==> src/sswx_pkg.sv <==
/*
  sswx_pkg: shared constants and types for the subtract, swap and xor
  execution datapath: opcodes, register offsets, field positions, resets.
  Assumes a 32-bit AXI4-Lite register bus with 12 address bits decoded.
*/
package sswx_pkg;

  // bus geometry
  localparam int ADDR_W = 12;
  localparam int DATA_W = 32;

  // register byte offsets
  localparam logic [11:0] OFF_CMD = 12'h000;
  localparam logic [11:0] OFF_ACC = 12'h004;
  localparam logic [11:0] OFF_STAT = 12'h008;
  localparam logic [11:0] OFF_DIR_A = 12'h00C;
  localparam logic [11:0] OFF_DIR_B = 12'h010;
  localparam logic [11:0] OFF_DIR_C = 12'h014;
  // file register window, one word per file address
  localparam logic [2:0] FILE_WIN_TAG = 3'h1;
  localparam int FILE_WIN_LSB = 9;
  localparam int FILE_IDX_LSB = 2;

  // command word fields
  localparam int CMD_OP_LSB = 0;
  localparam int CMD_DEST_BIT = 3;
  localparam int CMD_FADDR_LSB = 8;
  localparam int CMD_LIT_LSB = 16;

  // status word bits
  localparam int ST_C_BIT = 0;
  localparam int ST_DC_BIT = 1;
  localparam int ST_Z_BIT = 2;
  localparam int ST_ERR_BIT = 3;
  localparam int ST_BUSY_BIT = 4;

  // direction-load operand codes
  localparam logic [6:0] DIR_OPND_A = 7'h05;
  localparam logic [6:0] DIR_OPND_C = 7'h07;

  // reset values
  localparam logic [7:0] ACC_RST = 8'h00;
  localparam logic [7:0] DIR_RST = 8'hFF;

  // AXI responses
  localparam logic [1:0] RESP_OKAY = 2'h0;
  localparam logic [1:0] RESP_SLVERR = 2'h2;

  typedef enum logic [2:0]
  {
    OP_SUB_FILE = 3'h0,   // subtract_acc_from_file_op
    OP_SUB_BORROW = 3'h1, // subtract_with_borrow_op
    OP_SUB_LIT = 3'h2,    // subtract_from_literal_op
    OP_SWAP = 3'h3,       // nibble_exchange_op
    OP_DIR_LOAD = 3'h4,   // load_direction_op
    OP_XOR_LIT = 3'h5,    // xor_immediate_op
    OP_XOR_FILE = 3'h6    // xor_file_op
  } sswx_op_t;

  typedef enum logic [1:0]
  {
    ST_IDLE = 2'b01,
    ST_EXEC = 2'b10
  } sswx_state_t;

endpackage

==> src/sswx_core.sv <==
/*
  sswx_core: execution datapath for subtract, subtract with borrow,
  subtract from literal, nibble exchange, direction load and xor, driven
  from an AXI4-Lite register slave. A write to the command register runs
  one operation in the following cycle.
  Assumes a single 10 MHz clock, synchronous active-low reset and an
  AXI4-Lite master that keeps to the channel handshakes.

  // Function
  // (RULE_01) file minus accumulator, to accumulator if dest 0, else file
  // (RULE_02) borrow form also subtracts inverted carry; updates C, DC, Z
  // (RULE_03) borrow-form result goes to accumulator on dest 0, file on 1
  // (RULE_04) literal minus accumulator always lands in accumulator; C, DC, Z
  // (RULE_05) nibble exchange of file value; dest selects target; no flags
  // (RULE_06) direction load copies accumulator: 5 to A, 6 to B, 7 to C
  // (RULE_07) direction load accepts operands 5 to 7 only; flags untouched
  // (RULE_08) xor with immediate into accumulator; only zero flag changes
  // (RULE_09) xor with file; dest selects target; only zero flag changes
  // (RULE_10) carry clear when subtrahend exceeds minuend; same on low nibble
  // (RULE_11) zero flag set exactly when the 8-bit result is zero
*/
`timescale 1ns/1ps
module sswx_core
  import sswx_pkg::*;
(
  input wire logic aclk,                  // 10 MHz clock
  input wire logic aresetn,               // sync reset, active low
  input wire logic [ADDR_W-1:0] s_axi_awaddr, // write address
  input wire logic s_axi_awvalid,         // write address valid
  output logic s_axi_awready,             // write address ready
  input wire logic [DATA_W-1:0] s_axi_wdata, // write data
  input wire logic [3:0] s_axi_wstrb,     // byte lanes
  input wire logic s_axi_wvalid,          // write data valid
  output logic s_axi_wready,              // write data ready
  output logic [1:0] s_axi_bresp,         // write response
  output logic s_axi_bvalid,              // write response valid
  input wire logic s_axi_bready,          // write response ready
  input wire logic [ADDR_W-1:0] s_axi_araddr, // read address
  input wire logic s_axi_arvalid,         // read address valid
  output logic s_axi_arready,             // read address ready
  output logic [DATA_W-1:0] s_axi_rdata,  // read data
  output logic [1:0] s_axi_rresp,         // read response
  output logic s_axi_rvalid,              // read data valid
  input wire logic s_axi_rready,          // read data ready
  output logic [7:0] port_a_direction,    // port A direction
  output logic [7:0] port_b_direction,    // port B direction
  output logic [7:0] port_c_direction     // port C direction
);

  // address is one of the mapped registers or the file window
  function automatic logic addr_ok(input logic [ADDR_W-1:0] a);
    addr_ok = (a[FILE_WIN_LSB+:3] == FILE_WIN_TAG) ||
              (a == OFF_CMD) || (a == OFF_ACC) || (a == OFF_STAT) ||
              (a == OFF_DIR_A) || (a == OFF_DIR_B) || (a == OFF_DIR_C);
  endfunction

  // file index carried in a window address
  function automatic logic [6:0] file_idx(input logic [ADDR_W-1:0] a);
    file_idx = a[FILE_IDX_LSB+:7];
  endfunction

  // byte-lane merge for the command word
  function automatic logic [31:0] merge(input logic [31:0] old,
    input logic [31:0] data, input logic [3:0] strb);
    for (int i = 0; i < 4; i++)
    begin
      merge[i*8+:8] = strb[i] ? data[i*8+:8] : old[i*8+:8];
    end
  endfunction

  // write channel state
  logic aw_hold_ff, nxt_aw_hold;
  logic [ADDR_W-1:0] awaddr_ff, nxt_awaddr;
  logic w_hold_ff, nxt_w_hold;
  logic [31:0] wdata_ff, nxt_wdata;
  logic [3:0] wstrb_ff, nxt_wstrb;
  logic awready_ff, nxt_awready;
  logic wready_ff, nxt_wready;
  logic bvalid_ff, nxt_bvalid;
  logic [1:0] bresp_ff, nxt_bresp;
  logic do_wr;

  // read channel state
  logic arready_ff, nxt_arready;
  logic rvalid_ff, nxt_rvalid;
  logic [31:0] rdata_ff, nxt_rdata;
  logic [1:0] rresp_ff, nxt_rresp;

  // core state
  sswx_state_t state_ff, nxt_state;
  logic [31:0] cmd_ff, nxt_cmd;
  logic [7:0] acc_ff, nxt_acc;
  logic c_ff, nxt_c;
  logic dc_ff, nxt_dc;
  logic z_ff, nxt_z;
  logic err_ff, nxt_err;
  logic [7:0] dir_ff [0:2];
  logic [7:0] nxt_dir [0:2];

  // file memory ports and alu wiring
  logic mem_we;
  logic [6:0] mem_waddr;
  logic [7:0] mem_wdata;
  logic [7:0] fval;
  logic [7:0] bus_fval;
  logic [7:0] alu_res;
  logic alu_c, alu_dc, alu_z, alu_upd_cdc, alu_upd_z;
  sswx_op_t cur_op;
  logic cur_dest;
  logic [6:0] cur_faddr;
  logic [7:0] cur_lit;
  logic [1:0] dir_sel;

  assign cur_op = sswx_op_t'(cmd_ff[CMD_OP_LSB+:3]);
  assign cur_dest = cmd_ff[CMD_DEST_BIT];
  assign cur_faddr = cmd_ff[CMD_FADDR_LSB+:7];
  assign cur_lit = cmd_ff[CMD_LIT_LSB+:8];
  // operand 5..7 maps to direction index 0..2
  assign dir_sel = 2'(cur_faddr - DIR_OPND_A); // see (RULE_06)

  sswx_file_mem u_mem
  (
    .aclk(aclk),
    .we(mem_we),
    .waddr(mem_waddr),
    .wdata(mem_wdata),
    .raddr_a(cur_faddr),
    .rdata_a(fval),
    .raddr_b(file_idx(s_axi_araddr)),
    .rdata_b(bus_fval)
  );

  sswx_alu u_alu
  (
    .op(cur_op),
    .acc(acc_ff),
    .fval(fval),
    .lit(cur_lit),
    .c_in(c_ff),
    .result(alu_res),
    .c_out(alu_c),
    .dc_out(alu_dc),
    .z_out(alu_z),
    .upd_cdc(alu_upd_cdc),
    .upd_z(alu_upd_z)
  );

  // write channel: address and data taken in either order; writes wait
  // while an operation runs so bus and core never update one register
  always_comb
  begin
    do_wr = aw_hold_ff && w_hold_ff && !bvalid_ff && (state_ff == ST_IDLE);
    nxt_aw_hold = aw_hold_ff;
    nxt_awaddr = awaddr_ff;
    nxt_w_hold = w_hold_ff;
    nxt_wdata = wdata_ff;
    nxt_wstrb = wstrb_ff;
    nxt_bvalid = bvalid_ff;
    nxt_bresp = bresp_ff;
    if (s_axi_awvalid && awready_ff)
    begin
      nxt_aw_hold = 1'b1;
      nxt_awaddr = s_axi_awaddr;
    end
    if (s_axi_wvalid && wready_ff)
    begin
      nxt_w_hold = 1'b1;
      nxt_wdata = s_axi_wdata;
      nxt_wstrb = s_axi_wstrb;
    end
    if (bvalid_ff && s_axi_bready)
    begin
      nxt_bvalid = 1'b0;
    end
    if (do_wr)
    begin
      nxt_aw_hold = 1'b0;
      nxt_w_hold = 1'b0;
      nxt_bvalid = 1'b1;
      nxt_bresp = addr_ok(awaddr_ff) ? RESP_OKAY : RESP_SLVERR;
    end
    nxt_awready = !nxt_aw_hold;
    nxt_wready = !nxt_w_hold;
  end

  always_ff @(posedge aclk)
  begin
    if (!aresetn)
    begin
      aw_hold_ff <= 1'b0;
      awaddr_ff <= '0;
      w_hold_ff <= 1'b0;
      wdata_ff <= 32'h0000_0000;
      wstrb_ff <= 4'h0;
      awready_ff <= 1'b1;
      wready_ff <= 1'b1;
      bvalid_ff <= 1'b0;
      bresp_ff <= RESP_OKAY;
    end
    else
    begin
      aw_hold_ff <= nxt_aw_hold;
      awaddr_ff <= nxt_awaddr;
      w_hold_ff <= nxt_w_hold;
      wdata_ff <= nxt_wdata;
      wstrb_ff <= nxt_wstrb;
      awready_ff <= nxt_awready;
      wready_ff <= nxt_wready;
      bvalid_ff <= nxt_bvalid;
      bresp_ff <= nxt_bresp;
    end
  end

  // read channel: one read at a time, data one cycle after the address
  always_comb
  begin
    nxt_arready = arready_ff;
    nxt_rvalid = rvalid_ff;
    nxt_rdata = rdata_ff;
    nxt_rresp = rresp_ff;
    if (rvalid_ff && s_axi_rready)
    begin
      nxt_rvalid = 1'b0;
      nxt_arready = 1'b1;
    end
    if (s_axi_arvalid && arready_ff)
    begin
      nxt_arready = 1'b0;
      nxt_rvalid = 1'b1;
      nxt_rresp = addr_ok(s_axi_araddr) ? RESP_OKAY : RESP_SLVERR;
      nxt_rdata = 32'h0000_0000;
      if (s_axi_araddr[FILE_WIN_LSB+:3] == FILE_WIN_TAG)
        nxt_rdata[7:0] = bus_fval;
      else if (s_axi_araddr == OFF_CMD)
        nxt_rdata = cmd_ff;
      else if (s_axi_araddr == OFF_ACC)
        nxt_rdata[7:0] = acc_ff;
      else if (s_axi_araddr == OFF_STAT)
      begin
        nxt_rdata[ST_C_BIT] = c_ff;
        nxt_rdata[ST_DC_BIT] = dc_ff;
        nxt_rdata[ST_Z_BIT] = z_ff;
        nxt_rdata[ST_ERR_BIT] = err_ff;
        nxt_rdata[ST_BUSY_BIT] = (state_ff == ST_EXEC);
      end
      else if (s_axi_araddr == OFF_DIR_A)
        nxt_rdata[7:0] = dir_ff[0];
      else if (s_axi_araddr == OFF_DIR_B)
        nxt_rdata[7:0] = dir_ff[1];
      else if (s_axi_araddr == OFF_DIR_C)
        nxt_rdata[7:0] = dir_ff[2];
    end
  end

  always_ff @(posedge aclk)
  begin
    if (!aresetn)
    begin
      arready_ff <= 1'b1;
      rvalid_ff <= 1'b0;
      rdata_ff <= 32'h0000_0000;
      rresp_ff <= RESP_OKAY;
    end
    else
    begin
      arready_ff <= nxt_arready;
      rvalid_ff <= nxt_rvalid;
      rdata_ff <= nxt_rdata;
      rresp_ff <= nxt_rresp;
    end
  end

  // core: bus writes in idle, one operation per command in exec
  always_comb
  begin
    nxt_state = state_ff;
    nxt_cmd = cmd_ff;
    nxt_acc = acc_ff;
    nxt_c = c_ff;
    nxt_dc = dc_ff;
    nxt_z = z_ff;
    nxt_err = err_ff;
    for (int i = 0; i < 3; i++)
    begin
      nxt_dir[i] = dir_ff[i];
    end
    mem_we = 1'b0;
    mem_waddr = cur_faddr;
    mem_wdata = alu_res;
    case (state_ff)
      ST_IDLE:
      begin
        if (do_wr && wstrb_ff[0])
        begin
          if (awaddr_ff[FILE_WIN_LSB+:3] == FILE_WIN_TAG)
          begin
            mem_we = 1'b1;
            mem_waddr = file_idx(awaddr_ff);
            mem_wdata = wdata_ff[7:0];
          end
          else if (awaddr_ff == OFF_ACC)
            nxt_acc = wdata_ff[7:0];
          else if (awaddr_ff == OFF_STAT)
          begin
            // software may preset flags, e.g. carry before a borrow chain
            nxt_c = wdata_ff[ST_C_BIT];
            nxt_dc = wdata_ff[ST_DC_BIT];
            nxt_z = wdata_ff[ST_Z_BIT];
          end
        end
        if (do_wr && (awaddr_ff == OFF_CMD) && (wstrb_ff != 4'h0))
        begin
          nxt_cmd = merge(cmd_ff, wdata_ff, wstrb_ff);
          nxt_err = 1'b0;
          nxt_state = ST_EXEC;
        end
      end
      ST_EXEC:
      begin
        nxt_state = ST_IDLE;
        if (alu_upd_cdc)
        begin
          nxt_c = alu_c; // see (RULE_02) see (RULE_04) see (RULE_10)
          nxt_dc = alu_dc; // see (RULE_10)
        end
        if (alu_upd_z)
          nxt_z = alu_z; // see (RULE_08) see (RULE_09) see (RULE_11)
        case (cur_op)
          OP_SUB_FILE, OP_SUB_BORROW, OP_SWAP, OP_XOR_FILE:
          begin
            // dest 1 writes the file, dest 0 the accumulator
            if (cur_dest)
              mem_we = 1'b1; // see (RULE_01) see (RULE_03) see (RULE_05)
            else
              nxt_acc = alu_res; // see (RULE_03) see (RULE_09)
          end
          OP_SUB_LIT, OP_XOR_LIT:
            nxt_acc = alu_res; // see (RULE_04) see (RULE_08)
          OP_DIR_LOAD:
          begin
            // out-of-range operand loads nothing and raises the error bit
            if ((cur_faddr >= DIR_OPND_A) && (cur_faddr <= DIR_OPND_C))
              nxt_dir[dir_sel] = acc_ff; // see (RULE_06) see (RULE_07)
            else
              nxt_err = 1'b1; // see (RULE_07)
          end
          default:
            nxt_err = 1'b1;
        endcase
      end
      default:
        nxt_state = ST_IDLE;
    endcase
  end

  always_ff @(posedge aclk)
  begin
    if (!aresetn)
    begin
      state_ff <= ST_IDLE;
      cmd_ff <= 32'h0000_0000;
      acc_ff <= ACC_RST;
      c_ff <= 1'b0;
      dc_ff <= 1'b0;
      z_ff <= 1'b0;
      err_ff <= 1'b0;
      for (int i = 0; i < 3; i++)
      begin
        dir_ff[i] <= DIR_RST;
      end
    end
    else
    begin
      state_ff <= nxt_state;
      cmd_ff <= nxt_cmd;
      acc_ff <= nxt_acc;
      c_ff <= nxt_c;
      dc_ff <= nxt_dc;
      z_ff <= nxt_z;
      err_ff <= nxt_err;
      for (int i = 0; i < 3; i++)
      begin
        dir_ff[i] <= nxt_dir[i];
      end
    end
  end

  // outputs straight from flip-flops
  assign s_axi_awready = awready_ff;
  assign s_axi_wready = wready_ff;
  assign s_axi_bvalid = bvalid_ff;
  assign s_axi_bresp = bresp_ff;
  assign s_axi_arready = arready_ff;
  assign s_axi_rvalid = rvalid_ff;
  assign s_axi_rdata = rdata_ff;
  assign s_axi_rresp = rresp_ff;
  assign port_a_direction = dir_ff[0];
  assign port_b_direction = dir_ff[1];
  assign port_c_direction = dir_ff[2];

endmodule

==> src/sswx_file_mem.sv <==
/*
  sswx_file_mem: 128 x 8 file register array, one synchronous write port
  and two combinational read ports (execution and bus read).
  Assumes a single clock; write and read on the same address see old data.
*/
`timescale 1ns/1ps
module sswx_file_mem
(
  input wire logic aclk,          // system clock
  input wire logic we,            // write enable
  input wire logic [6:0] waddr,   // write address
  input wire logic [7:0] wdata,   // write data
  input wire logic [6:0] raddr_a, // execution read address
  output logic [7:0] rdata_a,     // execution read data
  input wire logic [6:0] raddr_b, // bus read address
  output logic [7:0] rdata_b      // bus read data
);

  logic [7:0] mem [0:127];

  // no reset: file contents are undefined until written, as in a core
  always_ff @(posedge aclk)
  begin
    if (we)
    begin
      mem[waddr] <= wdata;
    end
  end

  assign rdata_a = mem[raddr_a];
  assign rdata_b = mem[raddr_b];

endmodule

==> src/sswx_alu.sv <==
/*
  sswx_alu: combinational result and flag logic for one operation.
  Assumes operands are stable for the cycle in which the result is used.
*/
`timescale 1ns/1ps
module sswx_alu
  import sswx_pkg::*;
(
  input wire sswx_op_t op,      // operation
  input wire logic [7:0] acc,   // accumulator
  input wire logic [7:0] fval,  // addressed file register
  input wire logic [7:0] lit,   // immediate
  input wire logic c_in,        // current carry
  output logic [7:0] result,    // operation result
  output logic c_out,           // new carry
  output logic dc_out,          // new half_borrow_flag
  output logic z_out,           // new null-result flag
  output logic upd_cdc,         // carry and half borrow change
  output logic upd_z            // null-result flag changes
);

  logic [8:0] diff;
  logic [4:0] hdiff;
  logic [7:0] minu;
  logic borrow;

  // subtract path shared by the three subtract forms
  always_comb
  begin
    minu = (op == OP_SUB_LIT) ? lit : fval;
    borrow = (op == OP_SUB_BORROW) ? ~c_in : 1'b0; // see (RULE_02)
    diff = {1'b0, minu} - {1'b0, acc} - {8'h00, borrow};
    hdiff = {1'b0, minu[3:0]} - {1'b0, acc[3:0]} - {4'h0, borrow};
    result = diff[7:0];
    upd_cdc = 1'b0;
    upd_z = 1'b0;
    case (op)
      OP_SUB_FILE, OP_SUB_BORROW, OP_SUB_LIT:
      begin
        result = diff[7:0]; // see (RULE_01) see (RULE_04)
        upd_cdc = 1'b1;
        upd_z = 1'b1;
      end
      OP_SWAP:
        result = {fval[3:0], fval[7:4]}; // see (RULE_05)
      OP_DIR_LOAD:
        result = acc; // see (RULE_07)
      OP_XOR_LIT:
      begin
        result = acc ^ lit; // see (RULE_08)
        upd_z = 1'b1;
      end
      OP_XOR_FILE:
      begin
        result = acc ^ fval; // see (RULE_09)
        upd_z = 1'b1;
      end
      default:
        result = acc;
    endcase
    // no borrow out of bit 7 or bit 3 means carry set
    c_out = ~diff[8]; // see (RULE_10)
    dc_out = ~hdiff[4]; // see (RULE_10)
    z_out = (result == 8'h00); // see (RULE_11)
  end

endmodule

==> config.mk <==
export PLATFORM = sky130hd
export DESIGN_NAME = sswx_core
export DESIGN_NICKNAME = d
export VERILOG_FILES = /design/src/sswx_pkg.sv /design/src/sswx_core.sv /design/src/sswx_file_mem.sv /design/src/sswx_alu.sv
export SDC_FILE = /design/constraint.sdc
export NUM_CORES = 2
export LEC_CHECK = 0
export ABC_AREA = 1
export BUFFER_PORTS_ARGS = -buffer_cell sky130_fd_sc_hd__buf_2
export CAP_MARGIN = 5
export CORE_MARGIN = 1
export CORE_UTILIZATION = 55
export CTS_BUF_LIST = sky130_fd_sc_hd__clkbuf_8
export CTS_CLUSTER_DIAMETER = 200
export DETAILED_ROUTE_END_ITERATION = 8
export PLACE_DENSITY = 0.71
export SETUP_SLACK_MARGIN = 0.3
export SYNTH_ARGS = -nofsm -noshare
export SYNTH_HDL_FRONTEND = slang
export SYNTH_HIERARCHICAL = 1
export SYNTH_SLANG_ARGS = --single-unit
==> constraint.sdc <==
create_clock -name aclk -period 18.8 [get_ports aclk]
set_input_delay 1.88 -clock aclk [delete_from_list [all_inputs] [get_ports aclk]]
set_output_delay 1.88 -clock aclk [all_outputs]
set_load 0.05 [all_outputs]
# == After elaboration in Yosys (flattened, before gate mapping) ==
# Memories as Yosys holds them, arrays and structs flattened. A register that Yosys moved wholly into a read port is not among the register bits.
# Index checks and enable logic that the tools add are counted.
# word_totals
regBits,137
latchBits,0
ram_bits,1048
romBits,0
out_inout_bits,65
memories,2
# classes
n_addsub,5
n_mul,0
n_div,0
order_cmp,4
n_eq_ne,32
n_shift,0
n_mux,81
n_bitwise,9
n_reduce_logical,50
# memory_table
memory,depth,word_bits,rd,rd_clocked_by_memory_dff,wr,line,rtl
u_mem.mem,128,8,2,1,1,sswx_file_mem.sv:19,logic [7:0] mem [0:127];
dir_ff,3,8,3,0,3,sswx_core.sv:97,logic [7:0] dir_ff [0:2];
# ops
operator,count
$mux 8,18
$mux 24,5
$eq 12x4->1 const B,4
$eq 12x5->1 const B,4
$mux 1,38
$mux 7,5
$pmux 8 s2,2
$pmux 8 s4,1
$bwmux 24,1
$eq 12x3->1 const B,2
$logic_not 12->1,2
$reduce_and 6->1,3
$demux 8 s2,1
$xor 8x8->8,2
$logic_and 1x1->1,13
$logic_or 1x1->1,12
$pmux 1 s2,6
$reduce_and 3->1,4
$ne 2x2->1 const B,5
$eq 3x1->1 const B,3
$eq 3x3->1 const B,3
$sub 8x8->9,1
$sub 9x1->9,1
$logic_not 8->1,1
other kinds (30),44

# == Longest topological paths before layout ==
# depth
ltp_word,11
depth_mapped,34
ltp_nobuf,31

# == Hierarchy ==
# The synthesis kept the hierarchy.
# modules_own_cells
mod,n_inst,cells_per_inst,area_each_um2
sswx_file_mem,1,5916,52674.3
sswx_core,1,929,6797.8
sswx_alu,1,245,1214.9

# == Worst setup path before layout ==
# Ideal clock, no wire load.
# synth_path
path_kind,register to register
startpoint,register state_ff[1]
endpoint,memory u_mem.mem[0][0] (data pin)
setup_ps,1197
arrival_ps,6125
required_time_ps,17603
setup_slack_ps,11477
stages_incl_launch_ff,8
path_buffers,1
period_less_slack_ps,7323
path_cell_list,dfxtp_1 > inv_1 > ha_1 > nand2_1 > inv_2 > nand3_1 > clkbuf_1 > o21ai_0
# synth_via
elab_chain_len,5
# synth_lines
element,line,rtl
"start, declared",sswx_core.sv:90,"sswx_state_t state_ff, nxt_state;"
"start signal, assigned",sswx_core.sv:374,state_ff <= nxt_state;
$eq 2x1->1 (*),"sswx_core.sv:152, sswx_core.sv:290",
$logic_and 1x1->1,sswx_core.sv:152,do_wr = aw_hold_ff && w_hold_ff && !bvalid_ff && (state_ff == ST_IDLE);
$logic_and 1x1->1,sswx_core.sv:293,if (do_wr && wstrb_ff[0])
$mux 8,sswx_core.sv:293,
$mux 8 (*),sswx_core.sv:290,case (state_ff)
named net mem_wdata[0],sswx_core.sv:103,logic [7:0] mem_wdata;
"end, declared",sswx_file_mem.sv:19,
# Mark *: on every way through the listed nets, which the timed path passes. The rest lies on a longest branch.

==> impl_metrics.tcl <==
set metrics [dict create \
    outcome "completed" \
    fin_nets 7075 \
    rrSetupSlack_ns 10.54 \
    initial_utilization_pct 55.6 \
    synth-edff-count 1024 \
    worst_r2r_endpoint "u_mem/mem[124][2]" \
    layout-drive-gt1-share_pct 7.21 \
    critical-path-top-cell-by-count "nand2_1" \
    worst_path_slowest_cell "buf_4" \
    worstRegToRegCells 27 \
    tritoncts.num_buffers 192 \
    finalHoldViolCount 0 \
    synth_top_area_share_pct 50.7 \
    cp_num_buf_inv 6 \
    wire_per_inst_um 23.5 \
    netlist_top_cells_area "edfxtp_1 (51%), nand2_1 (16%), nand3_1 (16%)" \
    power.density_nw_per_um2 81.8 \
    worst_min_delay_path_startpoint "cmd_ff[24]" \
    worst_ir_drop_vdd_v 0.0000715 \
    cts.clk_slew.worst_paths_ns 0.06 \
    area.growth.synth_to_final_pct 6.09 \
    ctsResizeCount 0 \
    first_global_vias 49900 \
    drv.max_cap_violation_count 0 \
    type_of_the_tightest_min_delay_check "reg -> reg" \
    drt.antenna.violating_nets 0 \
    synth.ff_latch_count 1183 \
    power.static_leakage_nw 25.0 \
    layout_worst_path_cycle_share_pct 44.0 \
    ys_types 47 \
    grt_pass1_wl_um 301000 \
    timing.final.setup_violations 0 \
    drt-initial-drc-count 8809 \
    cp.required_ns 19.32 \
    maxClockFrequency_mhz 121 \
    crit-reg2reg-launch "cmd_ff[8]" \
    synth.yosys.seq_area_share_pct 55.9 \
    min_delay_worst_endpoint "cmd_ff[24]" \
    grt_use_total_pct 35.5 \
    grt.overflow.total 0 \
    critical_path_class "reg -> reg" \
    chipHeight_um 334 \
    finalSetupTns_ns 0 \
    largest_net_degree_at_the_start_of_global_routing 192 \
    antenna_violations_before_repair 6 \
    post_cts.repair.setup_buffers 0 \
    max-slew-margin-rel_pct 5.84 \
    fin_crit_ns 8.26 \
    cts.hold.buffers_added 0 \
    timing_worst_slew_pin_value_ns 1.41 \
    multiInputGateArea_um2 22900 \
    syn-mean-instance-area_um2 8.56 \
    mappedNetlistArea_um2 60700 \
    holdPathStages 2 \
    floorplan.io_pins 132 \
    setup_repair_after_global_routing_missed_its_margin "false" \
    primary_flip_flop_cell_chosen_by_synthesis_mapping "edfxtp_1" \
    worst_setup_path_start_kind "register" \
    htree_levels 4 \
    max-clock-path-buffers 3 \
    synthCells 7090 \
    drt-total-wl_um 203000 \
    drc_errors 0 \
    synth_area_leader_cell "edfxtp_1" \
    timing.critical_path.fanout_max 174 \
    firstDrtPassIters 8 \
    number_of_slew_limit_violations_in_the_final_report 0 \
    design.die.area_um2 112000 \
    finalClockSkew_ns 0.0441 \
    yosysWarningCount 6 \
    layout.filler_cells 9342 \
    total_power_w 0.00527 \
    gp_congestion 0.934 \
    std_cell_rows 121 \
    clock_sinks 1183 \
    crit_arrival_ns 8.78 \
    register_area_um2 33900 \
    crit_path_max_incr_delay_ns 0.92 \
    via_count 53900 \
    cpLargestDelayFamily "buffers and inverters" \
    floorplan.core_area_um2 109000 \
    root_buffer "clkbuf_8" \
    detailed_place_hpwl_um 116000 \
    cts_tree "built" \
    timing.critical_path.to_type "register" \
    port-buffer-count 129 \
    die_x_um 334 \
    postSynth.asyncResetShare_pct 0 \
    clk-insertion-delay-late_ns 0.89 \
    drt-vias-per-instance 6.24 \
]
==> synthesized netlist by cell type, types with 2 or more instances <==
cell,instances
a211oi_1,2
a21oi_1,107
buf_1,25
buf_2,243
buf_4,52
buf_6,103
clkbuf_1,83
dfxtp_1,159
edfxtp_1,1024
fa_1,2
ha_1,14
inv_1,168
inv_2,17
nand2_1,2651
nand2_2,4
nand3_1,1961
nand3_2,3
nand3b_1,2
nand4_1,17
nor2_1,258
nor2_2,6
nor2_4,2
nor3_1,13
nor3_2,2
nor3_4,2
o211a_1,5
o211ai_1,10
o211ai_2,9
o21ai_0,116
o21ai_1,11
o21ai_2,3
==> worst min-delay path, delay by kind of cell (launching register included) <==
family / cells / cell delay (ns)
flops: 1 / 0.31
compound gates: 1 / 0.05
buf+inv: 1 / 0.05
==> area by class of cell <==
class                           count  area share (%)
Multi-Input combinational cell   5212            35.6
Sequential cell                  1183            52.7
Clock inverter                    152            1.09
Antenna cell                        2         0.00777
Clock buffer                      202            4.32
Tap cell                         1476            2.87
Inverter                          189            1.19
Timing Repair Buffer              214            2.17
==> power breakdown <==
| part | total, W | switching (W) | internal [W] |
|---|---|---|---|
| clock network | 0.00208 | 0.00106 | 0.00102 |
| registers | 0.00285 | 0.00000624 | 0.00284 |
| logic | 0.000338 | 0.000257 | 0.0000810 |
==> layer usage <==
layer / track usage, % / routed length, µm / share of wire [%] / up-vias
met4: 18.3 / 10200 / 5.1 / 8
met3: 9.54 / 28000 / 14 / 669
met2: 53.6 / 89700 / 44 / 4032
met5: 0 / 42 / 0.021 / -
li1: - / - / - / 24000
met1: 46.9 / 74500 / 37 / 25200
==> how the worst max path moves through the flow <==
stage	depth (start not counted)	slack (ns)	to	start
floorplan	7	11.48	u_mem/mem[0][0]	state_ff[1]
global placement	29	11.04	u_mem/mem[126][7]	cmd_ff[8]
detailed placement	27	11.02	u_mem/mem[96][2]	cmd_ff[8]
CTS	27	11.00	u_mem/mem[120][2]	cmd_ff[8]
global route	27	10.27	u_mem/mem[121][2]	cmd_ff[8]
finish	27	10.54	u_mem/mem[124][2]	cmd_ff[8]
==> stage by stage <==
stage	cells	utilization [%]	hold WS, ns	cell area [µm²]	setup WS, ns
final	8630	59.0	0.452	64400	10.54
after global routing	8629	59.0	0.466	64400	10.27
after CTS	8627	59.0	0.451	64400	11.00
after detailed placement	8273	55.8	0.444	60900	11.02
after global placement	8273	55.8	0.440	60900	11.04
after floorplan	7091	-	0.427	60700	11.48
==> layout by cell type (no fill, tap or decap), types with 10 or more instances in the layout <==
| master | instances |
|---|---|
| edfxtp_1 | 1024 |
| clkinv_2 | 20 |
| nor2_1 | 258 |
| clkbuf_8 | 202 |
| o211ai_1 | 10 |
| nor3_1 | 13 |
| nand2_1 | 2651 |
| clkinv_1 | 60 |
| dfxtp_1 | 155 |
| buf_2 | 125 |
| inv_2 | 15 |
| a21oi_1 | 107 |
| o21ai_0 | 108 |
| ha_1 | 14 |
| nand4_1 | 17 |
| buf_4 | 80 |
| inv_1 | 228 |
| o21ai_1 | 11 |
| nand3_1 | 1960 |
==> state kept, by name, indices dropped and copies added, names as in the netlist, 2 cells and up <==
name,flops
u_mem/mem,1024
dir_ff,24
s_axi_rdata,32
wdata_ff,32
state_ff,2
acc_ff,8
wstrb_ff,4
cmd_ff,32
awaddr_ff,12
==> cell families after synthesis <==
kind of cell	after synthesis	synth area share, %
AO/OA/AOI/OAI	266	2.42
XOR/XNOR	2	0.0289
adder cells (fa/ha/maj)	16	0.355
buffers and inverters	696	6.44
flip-flops	1183	55.9
other	1	0.00618
AND/OR/NAND/NOR	4926	34.8
Note: power is estimated with default switching activity, not from simulation.
